$ cat src/uic_pkg.sv
// Package with constants and carrier types for the interface control block
package uic_pkg;

  // APB address width and register indices (byte address is four times the index)
  localparam int unsigned ADDR_W        = 8;
  localparam logic [7:0]  IDX_WRITE     = 8'h07;
  localparam logic [7:0]  IDX_SET       = 8'h08;
  localparam logic [7:0]  IDX_CLEAR     = 8'h09;
  localparam logic [7:0]  IDX_STATUS    = 8'h10;
  localparam logic [7:0]  ADDR_WRITE    = 8'(IDX_WRITE * 8'h04);
  localparam logic [7:0]  ADDR_SET      = 8'(IDX_SET * 8'h04);
  localparam logic [7:0]  ADDR_CLEAR    = 8'(IDX_CLEAR * 8'h04);
  localparam logic [7:0]  ADDR_STATUS   = 8'(IDX_STATUS * 8'h04);

  // Interface control field positions and reset value
  localparam int unsigned BIT_SIX_WIRE  = 0;
  localparam int unsigned BIT_THREE_WIRE = 1;
  localparam int unsigned BIT_CLK_POWER = 3;
  localparam int unsigned BIT_INVERT    = 5;
  localparam int unsigned BIT_BYPASS    = 6;
  localparam int unsigned BIT_PROT_DIS  = 7;
  localparam logic [7:0]  CTRL_RESET    = 8'h00;
  localparam logic [7:0]  CTRL_MASK     = 8'hEB;

  // Status field positions
  localparam int unsigned ST_RELEASED   = 0;
  localparam int unsigned ST_LOW_POWER  = 1;
  localparam int unsigned ST_STOP       = 2;
  localparam int unsigned ST_COMPL      = 3;
  localparam int unsigned ST_BUS_VALID  = 4;
  localparam int unsigned ST_CLK_ON     = 5;

  // Stop line must stay high this long (ns) before it counts as released
  localparam int unsigned STOP_HOLD_NS  = 40;
  localparam int unsigned CLK_PERIOD_NS = 4;
  localparam int unsigned STOP_HOLD_CYC =
    (STOP_HOLD_NS + CLK_PERIOD_NS - 1) / CLK_PERIOD_NS;
  localparam int unsigned HOLD_W        = 4;

  // Protection detector states
  typedef enum logic [2:0] {
    PROT_IDLE     = 3'b001,
    PROT_HIGH     = 3'b010,
    PROT_RELEASED = 3'b100
  } uic_prot_state_t;

  // Pad control towards the ULPI pins
  typedef struct packed {
    logic stp_pullup_en;
    logic data_pulldown_en;
  } uic_pad_ctrl_t;

  // Alternative interface selection
  typedef struct packed {
    logic three_wire_serial_mode;
    logic six_wire_serial_mode;
  } uic_mode_t;

endpackage

$ cat src/uic_sync.sv
// Two-flop synchroniser for asynchronous level inputs
`timescale 1ns/1ps
module uic_sync #(
  parameter int unsigned WIDTH = 1
) (
  input  wire logic             pclk,    // Clock
  input  wire logic             presetn, // Async reset, active low
  input  wire logic [WIDTH-1:0] d_in,    // Asynchronous input
  output logic      [WIDTH-1:0] q_out    // Synchronised output
);

  logic [WIDTH-1:0] meta_reg;
  logic [WIDTH-1:0] sync_reg;

  // First stage feeds only the second stage
  always_ff @(posedge pclk or negedge presetn) begin
    if (!presetn) begin
      meta_reg <= '0;
      sync_reg <= '0;
    end else begin
      meta_reg <= d_in;
      sync_reg <= meta_reg;
    end
  end

  assign q_out = sync_reg;

endmodule

$ cat src/uic_interface_control.sv
// Interface control register with APB access, pin protection and indicator logic
//
// Design decision made here: the APB interface to the registers.
`timescale 1ns/1ps
module uic_interface_control
  import uic_pkg::*;
#(
  parameter int unsigned HOLD_CYCLES = STOP_HOLD_CYC
) (
  input  wire logic              pclk,             // Interface clock
  input  wire logic              presetn,          // Async reset, active low
  input  wire logic              psel,             // APB select
  input  wire logic              penable,          // APB enable
  input  wire logic              pwrite,           // APB direction
  input  wire logic [ADDR_W-1:0] paddr,            // APB byte address
  input  wire logic [31:0]       pwdata,           // APB write data
  output logic      [31:0]       prdata,           // APB read data
  output logic                   pready,           // APB ready
  output logic                   pslverr,          // APB error
  input  wire logic              stop_pin,         // Stop line level from pad
  input  wire logic              fault_pin,        // External fault indicator pin
  input  wire logic              a_device_bus_valid_compare, // Analog comparator
  input  wire logic              phy_low_power_n,  // Suspend control bit
  input  wire logic              three_wire_exit,  // Pulse: three-wire mode left
  input  wire logic              six_wire_exit,    // Pulse: six-wire mode left
  output uic_pad_ctrl_t          pad_ctrl,         // Pull resistor enables
  output uic_mode_t              serial_mode,      // Interface selection
  output logic                   serial_clock_on,  // Clock circuitry powered
  output logic                   bus_valid_report, // Bus state for receive cmds
  output logic                   stop_released,    // Link stopped driving stop
  output logic                   low_power_exit    // Pulse: request low-power exit
);

  logic [7:0]       ctrl_reg;
  logic [7:0]       ctrl_next;
  logic [2:0]       sync_q;
  logic             stop_s;
  logic             fault_s;
  logic             valid_s;
  logic             prot_on;
  logic             compl_v;
  logic             in_serial;
  uic_prot_state_t  prot_reg;
  uic_prot_state_t  prot_next;
  logic [HOLD_W-1:0] hold_reg;
  logic [HOLD_W-1:0] hold_next;
  logic             setup_ph;
  logic             wr_hit;
  logic [31:0]      prdata_reg;
  logic             pready_reg;
  logic             pslverr_reg;
  uic_pad_ctrl_t    pad_reg;
  uic_mode_t        mode_reg;
  logic             clk_on_reg;
  logic             report_reg;
  logic             released_reg;
  logic             exit_reg;
  logic             stop_prev_reg;

  localparam logic [HOLD_W-1:0] HOLD_LAST = HOLD_W'(HOLD_CYCLES - 1);

  // Decode whether an address belongs to the control register
  function automatic logic is_ctrl(input logic [ADDR_W-1:0] a);
    return (a == ADDR_WRITE) || (a == ADDR_SET) || (a == ADDR_CLEAR);
  endfunction

  // Pins and the analog comparator are asynchronous to pclk
  uic_sync #(
    .WIDTH (3)
  ) u_sync (
    .pclk    (pclk),
    .presetn (presetn),
    .d_in    ({a_device_bus_valid_compare, fault_pin, stop_pin}),
    .q_out   (sync_q)
  );

  assign stop_s  = sync_q[0];
  assign fault_s = sync_q[1];
  assign valid_s = sync_q[2];

  // Bus phases: answer is prepared in setup so access completes at once
  assign setup_ph = psel && !penable;
  assign wr_hit   = psel && penable && pready_reg && pwrite;

  // Next register value: hardware clears first, a software write then wins
  always_comb begin
    ctrl_next = ctrl_reg;
    if (three_wire_exit) begin
      ctrl_next[BIT_THREE_WIRE] = 1'b0;
    end
    if (six_wire_exit) begin
      ctrl_next[BIT_SIX_WIRE] = 1'b0;
    end
    if (wr_hit) begin
      unique case (paddr)
        ADDR_WRITE: ctrl_next = pwdata[7:0] & CTRL_MASK;
        ADDR_SET:   ctrl_next = ctrl_next | (pwdata[7:0] & CTRL_MASK);
        ADDR_CLEAR: ctrl_next = ctrl_next & ~pwdata[7:0];
        default:    ctrl_next = ctrl_next;
      endcase
    end
  end

  // Control register; reserved bits never store, so they read zero
  always_ff @(posedge pclk or negedge presetn) begin
    if (!presetn) begin
      ctrl_reg <= CTRL_RESET;
    end else begin
      ctrl_reg <= ctrl_next;
    end
  end

  // APB answer: zero wait states, error on unmapped addresses
  always_ff @(posedge pclk or negedge presetn) begin
    if (!presetn) begin
      prdata_reg  <= 32'h0000_0000;
      pready_reg  <= 1'b0;
      pslverr_reg <= 1'b0;
    end else begin
      pready_reg  <= setup_ph;
      pslverr_reg <= 1'b0;
      if (setup_ph) begin
        prdata_reg <= 32'h0000_0000;
        if (is_ctrl(paddr)) begin
          prdata_reg <= {24'h00_0000, ctrl_next};
        end else if (paddr == ADDR_STATUS) begin
          prdata_reg <= {26'h000_0000, clk_on_reg, report_reg, compl_v,
                         stop_s, ~phy_low_power_n, released_reg};
          pslverr_reg <= pwrite;
        end else begin
          pslverr_reg <= 1'b1;
        end
      end
    end
  end

  // Mode selection straight from the control bits
  always_ff @(posedge pclk or negedge presetn) begin
    if (!presetn) begin
      mode_reg <= '0;
    end else begin
      mode_reg.three_wire_serial_mode <= ctrl_next[BIT_THREE_WIRE];
      mode_reg.six_wire_serial_mode   <= ctrl_next[BIT_SIX_WIRE];
    end
  end

  // Both serial bits together is undefined; the link must avoid it, we just pass it on
  assign in_serial = ctrl_reg[BIT_THREE_WIRE] | ctrl_reg[BIT_SIX_WIRE];

  // Clock power: bit counts only in serial mode while powered
  always_ff @(posedge pclk or negedge presetn) begin
    if (!presetn) begin
      clk_on_reg <= 1'b1;
    end else if (!phy_low_power_n) begin
      clk_on_reg <= 1'b0;
    end else if (in_serial) begin
      clk_on_reg <= ctrl_reg[BIT_CLK_POWER];
    end else begin
      clk_on_reg <= 1'b1;
    end
  end

  // Fault indicator: optional inversion, optional qualification
  assign compl_v = fault_s ^ ctrl_reg[BIT_INVERT];

  always_ff @(posedge pclk or negedge presetn) begin
    if (!presetn) begin
      report_reg <= 1'b0;
    end else if (ctrl_reg[BIT_BYPASS]) begin
      report_reg <= compl_v;
    end else begin
      report_reg <= compl_v & valid_s;
    end
  end

  // Release detector: a short stop pulse is normal, a long one means floating
  assign prot_on = !ctrl_reg[BIT_PROT_DIS];

  always_comb begin
    prot_next = prot_reg;
    hold_next = hold_reg;
    unique case (prot_reg)
      PROT_IDLE: begin
        hold_next = '0;
        if (prot_on && stop_s) begin
          prot_next = PROT_HIGH;
        end
      end
      PROT_HIGH: begin
        if (!prot_on || !stop_s) begin
          prot_next = PROT_IDLE;
        end else if (hold_reg == HOLD_LAST) begin
          prot_next = PROT_RELEASED;
        end else begin
          hold_next = hold_reg + HOLD_W'(1);
        end
      end
      PROT_RELEASED: begin
        if (!prot_on || !stop_s) begin
          prot_next = PROT_IDLE;
        end
      end
      default: begin
        prot_next = PROT_IDLE;
      end
    endcase
  end

  always_ff @(posedge pclk or negedge presetn) begin
    if (!presetn) begin
      prot_reg <= PROT_IDLE;
      hold_reg <= '0;
    end else begin
      prot_reg <= prot_next;
      hold_reg <= hold_next;
    end
  end

  // Pull resistors follow the protect-disable bit and the detector
  always_ff @(posedge pclk or negedge presetn) begin
    if (!presetn) begin
      pad_reg      <= '{stp_pullup_en: 1'b1, data_pulldown_en: 1'b0};
      released_reg <= 1'b0;
    end else begin
      pad_reg.stp_pullup_en    <= prot_on;
      pad_reg.data_pulldown_en <= prot_on && (prot_next == PROT_RELEASED);
      released_reg             <= prot_next == PROT_RELEASED;
    end
  end

  // Low-power exit: rising stop while suspended asks the owner to clear the bit
  always_ff @(posedge pclk or negedge presetn) begin
    if (!presetn) begin
      stop_prev_reg <= 1'b0;
      exit_reg      <= 1'b0;
    end else begin
      stop_prev_reg <= stop_s;
      exit_reg      <= !phy_low_power_n && stop_s && !stop_prev_reg;
    end
  end

  assign prdata           = prdata_reg;
  assign pready           = pready_reg;
  assign pslverr          = pslverr_reg;
  assign pad_ctrl         = pad_reg;
  assign serial_mode      = mode_reg;
  assign serial_clock_on  = clk_on_reg;
  assign bus_valid_report = report_reg;
  assign stop_released    = released_reg;
  assign low_power_exit   = exit_reg;

  // Checker helper: consecutive cycles of a protected high stop line, saturating
  localparam logic [HOLD_W:0] HIGH_SAT = (HOLD_W + 1)'(HOLD_CYCLES + 1);
  logic [HOLD_W:0] high_cnt_reg;

  always_ff @(posedge pclk or negedge presetn) begin
    if (!presetn) begin
      high_cnt_reg <= '0;
    end else if (!(prot_on && stop_s)) begin
      high_cnt_reg <= '0;
    end else if (high_cnt_reg != HIGH_SAT) begin
      high_cnt_reg <= high_cnt_reg + (HOLD_W + 1)'(1);
    end
  end

  // Assertions next to the logic they guard
  a_write_store: assert property (@(posedge pclk) disable iff (!presetn)
    wr_hit && paddr == ADDR_WRITE |=> ctrl_reg == ($past(pwdata[7:0]) & CTRL_MASK))
    else $error("write address did not store data");

  a_set_bits: assert property (@(posedge pclk) disable iff (!presetn)
    wr_hit && paddr == ADDR_SET |=> (ctrl_reg & ($past(pwdata[7:0]) & CTRL_MASK))
      == ($past(pwdata[7:0]) & CTRL_MASK))
    else $error("set address did not set bits");

  a_clear_bits: assert property (@(posedge pclk) disable iff (!presetn)
    wr_hit && paddr == ADDR_CLEAR |=> (ctrl_reg & $past(pwdata[7:0])) == 8'h00)
    else $error("clear address did not clear bits");

  a_reserved_zero: assert property (@(posedge pclk) disable iff (!presetn)
    (ctrl_reg & ~CTRL_MASK) == 8'h00)
    else $error("reserved bit stored");

  a_pullup_follow: assert property (@(posedge pclk) disable iff (!presetn)
    ctrl_reg[BIT_PROT_DIS] |=> !pad_ctrl.stp_pullup_en && !pad_ctrl.data_pulldown_en)
    else $error("pull resistors left on while disabled");

  a_release_time: assert property (@(posedge pclk) disable iff (!presetn)
    stop_released == (high_cnt_reg == HIGH_SAT))
    else $error("stop release not flagged exactly after the hold time");

  a_pulldown_match: assert property (@(posedge pclk) disable iff (!presetn)
    pad_ctrl.data_pulldown_en == stop_released)
    else $error("data pull-downs disagree with release state");

  a_short_stop: assert property (@(posedge pclk) disable iff (!presetn)
    $rose(stop_s) ##1 !stop_s |=> !pad_ctrl.data_pulldown_en)
    else $error("pull-downs on for a short stop pulse");

  a_report_qual: assert property (@(posedge pclk) disable iff (!presetn)
    !ctrl_reg[BIT_BYPASS] && !valid_s |=> !bus_valid_report)
    else $error("report not qualified by comparator");

  a_invert_pass: assert property (@(posedge pclk) disable iff (!presetn)
    ctrl_reg[BIT_BYPASS] |=> bus_valid_report == ($past(fault_s) ^ $past(ctrl_reg[BIT_INVERT])))
    else $error("fault inversion wrong");

  a_clock_ignore: assert property (@(posedge pclk) disable iff (!presetn)
    phy_low_power_n && !in_serial |=> serial_clock_on)
    else $error("clock bit acted outside serial mode");

  a_clock_serial: assert property (@(posedge pclk) disable iff (!presetn)
    phy_low_power_n && in_serial |=> serial_clock_on == $past(ctrl_reg[BIT_CLK_POWER]))
    else $error("clock power does not follow the clock bit");

  a_clock_lowpow: assert property (@(posedge pclk) disable iff (!presetn)
    !phy_low_power_n |=> !serial_clock_on)
    else $error("clock left powered in low power");

  a_mode_follow: assert property (@(posedge pclk) disable iff (!presetn)
    serial_mode == {ctrl_reg[BIT_THREE_WIRE], ctrl_reg[BIT_SIX_WIRE]})
    else $error("serial mode outputs disagree with the register");

  a_mode_clear: assert property (@(posedge pclk) disable iff (!presetn)
    three_wire_exit && !wr_hit |=> !ctrl_reg[BIT_THREE_WIRE])
    else $error("three-wire bit not cleared on exit");

  a_six_clear: assert property (@(posedge pclk) disable iff (!presetn)
    six_wire_exit && !wr_hit |=> !ctrl_reg[BIT_SIX_WIRE] && !serial_mode.six_wire_serial_mode)
    else $error("six-wire bit not cleared on exit");

  a_lp_exit: assert property (@(posedge pclk) disable iff (!presetn)
    low_power_exit |=> !low_power_exit)
    else $error("low-power exit not a single pulse");

endmodule

$ cat config.mk
export PLATFORM = sky130hd
export DESIGN_NAME = uic_interface_control
export DESIGN_NICKNAME = d
export VERILOG_FILES = /design/src/uic_pkg.sv /design/src/uic_sync.sv /design/src/uic_interface_control.sv
export SDC_FILE = /design/constraint.sdc
export NUM_CORES = 1
export LEC_CHECK = 0
export BUFFER_PORTS_ARGS = -buffer_cell sky130_fd_sc_hd__buf_2
export CORE_ASPECT_RATIO = 1.1
export CORE_MARGIN = 8
export CORE_UTILIZATION = 40
export DETAILED_ROUTE_END_ITERATION = 12
export PLACE_DENSITY = 0.69
export SKIP_LAST_GASP = 1
export SLEW_MARGIN = 5
export SYNTH_ARGS = -nofsm -noshare
export SYNTH_HDL_FRONTEND = slang
export SYNTH_SLANG_ARGS = --single-unit
export TNS_END_PERCENT = 20
$ cat constraint.sdc
create_clock -name pclk -period 1.83 [get_ports pclk]
set_clock_uncertainty 0.2 [all_clocks]
set_input_delay 0.183 -clock pclk [delete_from_list [all_inputs] [get_ports pclk]]
set_output_delay 0.183 -clock pclk [all_outputs]
set_load 0.03 [all_outputs]
Word level (Yosys, flattened, before mapping)
Cells that the tools add are included.
Word-level totals
  flip-flop bits (word level): 64
  input port bits: 51
  logic and storage cells: 74
Operators by class
  multiplexer cells: 20
  add/sub/neg operators: 1
  reduce and logical (&&, ||, !) cells: 18
  bitwise gates (word level): 7
  eq/ne operators: 11
Operator list (number)
  8-bit case mux with 3 select lines: 1
  8-bit by 6-bit equality test with 1-bit output, second input constant: 2
  8-bit 2-to-1 mux: 2
  3-bit 2-to-1 mux: 4
  3-bit case mux with 3 select lines: 1
  8-bit AND: 1
  8-bit by 5-bit equality test with 1-bit output, second input constant: 1
  8-bit by 7-bit equality test with 1-bit output, second input constant: 1
  1-bit logical AND: 8
  1-bit 2-to-1 mux: 8
  4-bit 2-to-1 mux: 2
  8-bit inverter: 1
  8-bit OR: 1
  4-bit case mux with 2 select lines: 1
  3-bit equality test, second input constant: 2
  6-bit 2-to-1 mux: 1
  1-bit logical NOT: 5
  4-bit by 1-bit adder with 4-bit output, second input constant: 1
  4-bit equality test, second input constant: 1
  2-bit != test, second input constant: 2
  3-bit by 1-bit equality test with 1-bit output, second input constant: 1
  3-bit by 2-bit equality test with 1-bit output, second input constant: 1
  1-bit logical OR: 3
  3-bit AND reduction: 1
  other kinds (5): 5

Depth between registers and ports, before layout
Gate-level depths: netlist of run 1.
  word-level depth: 6
  depth in mapped cells: 6
  depth with buffers taken out: 6

Cells and area by module
Synthesis of run 1 repeated with hierarchy kept, for this count alone.
Second synthesis, totals
  cells, all modules: 207
  area, all modules: 1995.7 um^2
Modules (own cells, without submodules)
  uic_interface_control: area each 1845.5 um^2, cells an instance 201, instances 1
  uic_sync: area each 150.1 um^2, cells an instance 6, instances 1

Worst setup path after synthesis of run 1
OpenSTA, ideal clock, no wires.
  path type: input-to-reg
  from: input port paddr[1]
  to: register prdata_reg[2] (netlist: prdata[2])
  required time: 1504 ps
  cell stages on the path: 4
  data arrival time: 1561 ps
  library setup time: 126 ps
  slack: -57 ps
  path through: or4_4 -> or3_4 -> o21a_1 -> a221o_1
On the way
  longest elaborated chain between the ends: 4
  elaborated cells on any way between the ends: 10
  classes of those cells: eq/ne (4); mux (4); reduce/logical (2)
RTL lines
  start, declared: RTL line uic_interface_control.sv:15  | input wire logic [ADDR_W-1:0] paddr,
  8-bit by 6-bit equality test with 1-bit output or 8-bit by 5-bit equality test with 1-bit output (tied branches): RTL line uic_interface_control.sv:95  | unique case (paddr)
  8-bit case mux with 3 select lines *: RTL line uic_interface_control.sv:95
  8-bit 2-to-1 mux *: RTL line uic_interface_control.sv:94  | if (wr_hit) begin
  via ctrl_next[2]: RTL line uic_interface_control.sv:35  | logic [7:0] ctrl_next;
  8-bit 2-to-1 mux *: RTL line uic_interface_control.sv:124  | if (is_ctrl(paddr)) begin
  end signal, assigned: RTL line uic_interface_control.sv:125  | prdata_reg <= {24'h00_0000, ctrl_next};
  end signal, assigned: RTL line uic_interface_control.sv:127  | prdata_reg <= {26'h000_0000, clk_on_reg, report_reg, compl_v,
  end, declared: RTL line uic_interface_control.sv:49  | logic [31:0] prdata_reg;
Mark *: on every way through the listed nets, which the timed path passes. The rest lies on a longest branch.
A chain may end at the register's enable or synchronous reset.

Worst setup path after layout of run 1
  from: input port paddr[1]
  to: register prdata_reg[4] (netlist: prdata[4])
Same word-level chain as after synthesis.

==> results of run 1 <==
-- worst register-to-register path, cell delays in order (launching register included) --
cell and delay, ns:
dfrtp_1 0.36, nand4_1 0.13, or3_4 0.41, o21a_1 0.21, a221o_1 0.31
-- final cells by class --
cell class                 instances  share of cell area
clock buffer                       8              0.0387
inverter                           5             0.00806
multi-input combinational        127               0.325
sequential                        38               0.410
tap                               56              0.0301
timing repair buffer              69               0.188
-- repair_timing --
action | in CTS | in global routing
hold buffers | 12 | 0
endpoints found under the hold margin | 47 | 0
setup endpoints to repair | 0 | 1
-- metrics by stage --
step	cells	utilization	instance area, um2	power, mW
2_1_floorplan	198	-	1930	1.10
3_3_place_gp	283	0.465	2120	1.15
3_5_place_dp	283	0.465	2120	1.16
4_1_cts	303	0.512	2330	1.76
5_1_grt	303	0.512	2330	1.82
6_report	303	0.512	2330	1.73
-- logic make-up (layout without fill, tap and decap cells) --
family / after synthesis / count (layout)
compound gates: 37 / 37
xor+xnor: 3 / 3
fa+ha+maj: 2 / 2
buf+inv: 33 / 82
flops: 38 / 38
mux: 3 / 3
other cells: 1 / 24
simple gates: 58 / 58
-- path summary, 6_finish.rpt --
path,endpoint,slack [ns],depth (start not counted)
min in group asynchronous,hold_reg[1]$_DFFE_PN0P_,0.27,3
max in group asynchronous,serial_clock_on$_DFF_PN1_,0.81,3
setup reg to reg,prdata[4]$_DFFE_PN0P_,0.10,4
hold reg to reg,u_sync.q_out[0]$_DFF_PN0_,0.15,0
setup / recovery,prdata[4]$_DFFE_PN0P_,0.09,5
hold / removal,ctrl_reg[0]$_DFF_PN0_,0.04,3
-- Yosys cell counts, types with 3 or more instances --
cell and instances:
nand4_1 3, a21oi_1 8, nand2_1 4, dfstp_2 3
a22o_1 3, buf_4 26, nand2b_1 3, nor2_1 15
o21a_1 4, nand3_1 7, inv_1 5, nor2b_1 5
nor3b_1 4, mux2i_1 3, o21ai_0 12, dfrtp_1 35
o2bb2ai_1 3
-- per-layer routing --
metal | global-route usage | vias to the layer above | share of wire
met5 | 0 | - | 0
met3 | 0.0424 | 5 | 0.088
met1 | 0.141 | 676 | 0.40
met2 | 0.186 | 52 | 0.50
li1 | - | 708 | -
met4 | 0.0537 | 0 | 0.017
-- power by group --
part | switching (mW) | total, mW | internal [mW]
combinational | 0.172 | 0.267 | 0.0948
clock | 0.264 | 0.571 | 0.307
sequential | 0.0226 | 0.894 | 0.872
total | 0.459 | 1.73 | 1.27
==> out/metrics.csv, run 1 <==
metric;value;unit
yosysTopAreaCellShare;0.474;
fp.dieArea;0.00705;mm2
register_area;955;um2
drc;0;
root_buffer;clkbuf_8;
yosysWarnings;0;
yosysSeqAreaShare;0.517;
final_cell_mix;44 x buf_2, 35 x dfrtp_1, 24 x conb_1, 15 x nor2_1, 13 x buf_4;
synthTopCellsByArea;dfrtp_1 47%, buf_4 11%, dfstp_2 4.3%;
vias_per_cell;4.76;
wire_per_inst;13.4;um
grt_pass1_vias;1402;
antenna_found_initial;0;
post_cts_buffers;0;
dr.pass1.iters;4;
fin_crit;1.74;ns
dp_hpwl;3210;um
hp-start;six_wire_exit;
core;0.00455;mm2
fp.dieW;80.8;um
period_share;0.949;
final_nets;299;
yosys.area.top_type;dfrtp_1;
overflow;0;
setup_tns;0;ns
power_density;744;mW/mm2
area_delta_synth_final;26.1;%
layout_commonest_cell;buf_2;
cts.clk_slew.worst_paths;0.07;ns
yosys-mux-area-fraction;0.0162;
grtUsageTotal;0.119;
startpoint_type;primary input;
synth_simple_gate_area_frac;0.188;
synth_compound_area_frac;0.129;
netlist_instances;175;
crit_path_max_incr_delay;0.54;ns
syn_avg_cell_area;10.6;um2
ctsResizeCount;0;
ys_ff_latch;38;
reg2reg_from;pready$_DFF_PN0_;
crit_chain;buf_2 -> or4_4 -> or3_4 -> o21a_1 -> a221o_1;
synth-xor-area-share;0.0142;
ant_nets;0;
peakVddDrop;0.413;mV
hp-class;in -> reg;
grt_max_degree;39;
cp_top_family;simple AND/OR/NAND/NOR gates;
htree_levels;2;
grt_setup_unrepaired;true;
criticalPathCategory;in -> reg;
crit_arrival;1.70;ns
fin_ws;0.0932;ns
post-place-ws;-0.199;ns
place.gp.congestion;0.792;
worstSkewPairLatency;0.28;ns
die_h;87.3;um
drv_cap;0;
synth_edf_count;0;
pin_count;93;
worst_setup_path_end_kind;register;
status;finished clean;
required;1.80;ns
critPathSlowestCell;or4_4;
syn_area;0.00185;mm2
fmaxAchievable;576;MHz
hold_violations;0;
setup_viol;0;
path_buf_inv;1;
clock_sinks;38;
yosys_most_used_dff;dfrtp_1;
final.fill_count;435;
yosys.cell_types.count;39;
setup.worst_path.start;paddr[1];
crit_fanout;4;
num_vias;1441;
synthAdderAreaFrac;0.0135;
hold_ws;0.0435;ns
drive_gt1_frac;0.279;
p_leak;1.16;nW
numCtsBuffers;5;
multiInputGateArea;758;um2
rows;26;
start_util;0.406;
clock_tree.buffer_depth;2;
async_reset_ff_frac;1.00;
io_buffer_count;44;
slew_violations;0;
diodes;0;
tritoncts;done;
drt_iter0_drc;91;
grt_pass1_wl;6440;um
synth_top_family_by_area;simple AND/OR/NAND/NOR gates;
wl;4050;um
No activity file was read; power rests on OpenSTA's default activity.
==> run 2: changes to the inputs <==
BUFFER_PORTS_ARGS = unset   (was -buffer_cell sky130_fd_sc_hd__buf_2)
DONT_BUFFER_PORTS = 1   (was unset)
PLACE_DENSITY = 0.51   (was 0.69)
REMOVE_ABC_BUFFERS = 1   (was unset)
==> run 2 against run 1 <==
Core utilization is 3.2 points lower. Final area is 6.3% lower. First-iteration DRC count is 45% lower. Critical path depth is 1 lower. Critical endpoint unchanged. Clock power is 18% higher. Critical path type is now reg -> reg. Die area stayed put. Register-to-register slack hardly changed. Largest power group unchanged. Routed wire length is 7.5% higher. Sequential cell count stayed put. Combinational power is 19% lower.
==> out/metrics.csv, run 2 (synthesis results as in run 1) <==
metric;value;unit
period_share;0.951;
start_util;0.406;
grt_pass1_wl;7100;um
numCtsBuffers;5;
crit_arrival;1.72;ns
fp.dieArea;0.00705;mm2
diodes;0;
dr.pass1.iters;4;
grt_max_degree;39;
critPathSlowestCell;or3_4;
dp_hpwl;3270;um
cts.clk_slew.worst_paths;0.08;ns
setup_viol;0;
layout_commonest_cell;dfrtp_1;
slew_violations;0;
final.fill_count;428;
antenna_found_initial;0;
hold_end;ctrl_reg[6]$_DFF_PN0_;
p_leak;0.997;nW
hp-class;in -> reg;
peakVddDrop;0.445;mV
reg2reg_depth;4;
placedInstanceArea;0.00186;mm2
drc;0;
criticalPathCategory;reg -> reg;
worstSkewPairLatency;0.29;ns
hp-start;pwdata[6];
drt_iter0_drc;50;
num_vias;1338;
grtUsageTotal;0.130;
vias_per_cell;5.11;
fp.dieW;80.8;um
crit_chain;nand4_1 -> or3_4 -> o21a_1 -> a221o_1;
startpoint_type;register;
clock_sinks;38;
post_cts_buffers;0;
tritoncts;done;
pin_count;93;
worstReg2RegEnd;prdata[4]$_DFFE_PN0P_;
place.gp.congestion;0.823;
wl;4350;um
rrSetupSlack;0.09;ns
fin_crit;1.74;ns
final_cell_mix;35 x dfrtp_1, 24 x conb_1, 19 x dlygate4sd3_1, 15 x nor2_1, 12 x o21ai_0;
final_cells;262;
dp.cells;234;
wire_per_inst;16.6;um
htree_levels;2;
status;finished clean;
hold_violations;0;
ant_nets;0;
crit_fanout;3;
drv_cap;0;
ctsResizeCount;0;
min_path_cells;2;
core;0.00455;mm2
fin_area;0.00218;mm2
crit_path_max_incr_delay;0.41;ns
die_h;87.3;um
root_buffer;clkbuf_8;
rows;26;
final_nets;258;
area_delta_synth_final;18.1;%
clock_tree.buffer_depth;2;
grt_setup_unrepaired;false;
io_buffer_count;0;
drive_gt1_frac;0.112;
worst_setup_path_end_kind;register;
overflow;0;
fmaxAchievable;575;MHz
required;1.81;ns
hold_ws;0.0209;ns
power_density;827;mW/mm2
grt_pass1_vias;1429;
reg2reg_from;pready$_DFF_PN0_;
[run 2: cell types whose count changed in the layout (fill, tap and decap cells not counted), sizes merged]
cell	delta
buf	-48
dlygate4sd3	+7
[run 2: through the flow]
step            util  power, mW  setup WS (ns)  setup TNS [ns]
5_1_grt        0.479       1.89         0.0259               0
4_1_cts        0.479       1.82         0.0669               0
3_5_place_dp   0.409       1.09         -0.102          -0.204
6_report       0.479       1.81         0.0906               0
3_3_place_gp   0.409       1.09        -0.0969          -0.186
2_1_floorplan      -       1.06        -0.0574          -0.115
[run 2: how the worst max path moves through the flow]
stage | startpoint | to | slack (ns) | depth (start not counted)
after floorplan | paddr[1] | prdata[2]$_DFFE_PN0P_ | -0.06 | 4
after global placement | paddr[1] | prdata[4]$_DFFE_PN0P_ | -0.1 | 4
after detailed placement | paddr[1] | prdata[4]$_DFFE_PN0P_ | -0.10 | 4
after CTS | pready$_DFF_PN0_ | prdata[4]$_DFFE_PN0P_ | 0.07 | 4
after global routing | pready$_DFF_PN0_ | prdata[2]$_DFFE_PN0P_ | 0.03 | 4
final | pready$_DFF_PN0_ | prdata[4]$_DFFE_PN0P_ | 0.09 | 4
[run 2: critical path: cells and delay by family (launching register included)]
| kind | cells | cell delay [ns] |
|---|---|---|
| AND/OR/NAND/NOR | 2 | 0.54 |
| AO/OA/AOI/OAI | 2 | 0.54 |
| flip-flops | 1 | 0.36 |
[run 2: report_power, final]
| group | internal (mW) | total [mW] | switching [mW] |
|---|---|---|---|
| registers | 0.871 | 0.917 | 0.0454 |
| logic | 0.0763 | 0.216 | 0.140 |
| clock network | 0.381 | 0.673 | 0.292 |
[run 2: layout make-up]
type	count	area (um2)	area share
inverters	5	18.8	0.00860
clock buffers	8	110	0.0505
well taps	56	70.1	0.0321
repair buffers	28	270	0.124
multi-input cells	127	758	0.347
flip-flops and latches	38	955	0.438
[run 2: routing by layer]
| metal | global-route usage | vias to the layer above | routed length [um] |
|---|---|---|---|
| met3 | 0.0568 | 6 | 533 |
| li1 | - | 623 | - |
| met4 | 0.0439 | 0 | 53 |
| met1 | 0.144 | 647 | 1720 |
| met2 | 0.215 | 62 | 2040 |
| met5 | 0 | - | 0 |
[run 2: what timing repair did]
item	4_1_cts	5_1_grt
hold endpoints to repair	55	0
setup endpoints to repair	0	0
hold buffers	20	0
==> run 3: changes to the inputs <==
PLACE_DENSITY = 0.53   (was 0.51)
clock period = 1.5 ns   (was 1.83 ns; I/O delays follow)
==> run 3 against run 2 <==
The run now ends with negative setup slack left. Sequential power rose by 21%. First-iteration DRC count rose by 90%. Non-clock buffer count rose by 14. Core utilization rose by 2.6 points. Via count rose by 1.4%. Register-to-register slack got worse by 0.26 ns. Hold slack improved by 0.036 ns. Cell count rose by 5.3%. Worst setup slack got worse by 0.26 ns. Clock-buffer cell count fell by 1. Largest cell class unchanged. Largest power group unchanged.
==> out/metrics.csv, run 3 (synthesis results as in run 1) <==
metric;value;unit
multiInputGateArea;778;um2
fp.dieArea;0.00705;mm2
status;complete, but fails checks;
core;0.00455;mm2
criticalPathCategory;reg -> reg;
peakVddDrop;0.436;mV
grt_pass1_wl;7020;um
grt_pass1_vias;1441;
p_leak;1.07;nW
htree_levels;2;
final_cell_mix;35 x dfrtp_1, 24 x conb_1, 24 x buf_4, 17 x dlygate4sd3_1, 15 x nor2_1;
cp_top_family;simple AND/OR/NAND/NOR gates;
layout_commonest_cell;dfrtp_1;
fin_util;0.505;
clock_tree.buffer_depth;2;
drc;0;
startpoint_type;register;
slew_violations;0;
crit_fanout;3;
overflow;0;
grt_max_degree;39;
antenna_found_initial;0;
hold_violations;0;
wire_per_inst;16.1;um
grtUsageTotal;0.128;
ant_nets;0;
hold_ws;0.0565;ns
crit_arrival;1.64;ns
drv_cap;0;
num_vias;1357;
vias_per_cell;4.92;
power_density;974;mW/mm2
grt_setup_unrepaired;true;
required;1.47;ns
worst_setup_path_end_kind;register;
fin_ws;-0.165;ns
fin_crit;1.66;ns
fp.dieW;80.8;um
start_util;0.406;
drive_gt1_frac;0.182;
wl;4450;um
period_share;1.11;
critPathSlowestCell;or3_4;
diodes;0;
tritoncts;done;
drt_iter0_drc;95;
io_buffer_count;0;
fmaxAchievable;601;MHz
crit_path_max_incr_delay;0.40;ns
worstSkewPairLatency;0.28;ns
rows;26;
die_h;87.3;um
final_nets;272;
crit_chain;nand4_1 -> or3_4 -> o21a_1 -> a221o_1;
setup_viol;10;
cts.clk_slew.worst_paths;0.07;ns
root_buffer;clkbuf_8;
dr.pass1.iters;4;
dp_hpwl;3400;um
hp-class;in -> reg;
register_area;955;um2
path_buf_inv;0;
place.gp.congestion;0.831;
pin_count;93;
failed_checks;negative setup slack;
final.fill_count;420;
numCtsBuffers;5;
area_delta_synth_final;24.4;%
clock_sinks;38;
==> run 3: path summary, 6_finish.rpt <==
kind | startpoint | to | slack, ns | cells past startpoint
setup / recovery | pready$_DFF_PN0_ | prdata[4]$_DFFE_PN0P_ | -0.16 | 4
hold / removal | psel | ctrl_reg[3]$_DFF_PN0_ | 0.06 | 3
setup reg to reg | pready$_DFF_PN0_ | prdata[4]$_DFFE_PN0P_ | -0.16 | 4
hold reg to reg | u_sync.meta_reg[2]$_DFF_PN0_ | u_sync.q_out[2]$_DFF_PN0_ | 0.15 | 0
max in group asynchronous | presetn | prot_reg[0]$_DFF_PN1_ | 0.73 | 2
min in group asynchronous | presetn | prdata[7]$_DFFE_PN0P_ | 0.11 | 2
==> run 3: report_power, final <==
part | switching [mW] | leakage [nW] | internal (mW)
logic | 0.186 | 0.523 | 0.112
registers | 0.0462 | 0.495 | 1.06
clock network | 0.336 | 0.0524 | 0.497
==> run 3: worst reg2reg max path, stage by stage, from the launching register on <==
cell and delay (ns):
dfrtp_1 0.35, nand4_1 0.11, or3_4 0.40, o21a_1 0.21
a221o_1 0.28
==> run 3: final cells by class <==
cell class                      instances  area share
Clock buffer                            7      0.0332
Clock inverter                          1      0.0131
Inverter                                5     0.00817
Multi-Input combinational cell        127       0.339
Sequential cell                        38       0.415
Tap cell                               56      0.0305
Timing Repair Buffer                   42       0.161
==> run 3: stage by stage <==
| stage | cell area (um2) | TNS (ns) | setup slack (ns) | total power, mW | instances |
|---|---|---|---|---|---|
| after global placement | 1950 | -3.15 | -0.375 | 1.33 | 246 |
| after global routing | 2300 | -1.58 | -0.222 | 2.34 | 276 |
| after CTS | 2280 | -0.773 | -0.180 | 2.26 | 275 |
| final | 2300 | -0.640 | -0.165 | 2.24 | 276 |
| after detailed placement | 1950 | -3.35 | -0.402 | 1.34 | 246 |
| after floorplan | 1730 | -1.76 | -0.363 | 1.29 | 170 |
==> run 3: repair_timing <==
item / 4_1_cts / 5_1_grt
hold buffers: 18 / 0
setup endpoints to repair: 10 / 21
hold endpoints to repair: 53 / 0
pin swaps: 6 / 3
setup buffers: 3 / 1
gates resized for setup: 1 / 4
==> run 3: routing by layer <==
metal / wire length, um / vias up / GRT usage
met5: 0 / - / 0
met4: 48 / 0 / 0.0504
met3: 407 / 5 / 0.0434
met2: 2310 / 45 / 0.228
met1: 1680 / 657 / 0.134
li1: - / 650 / -
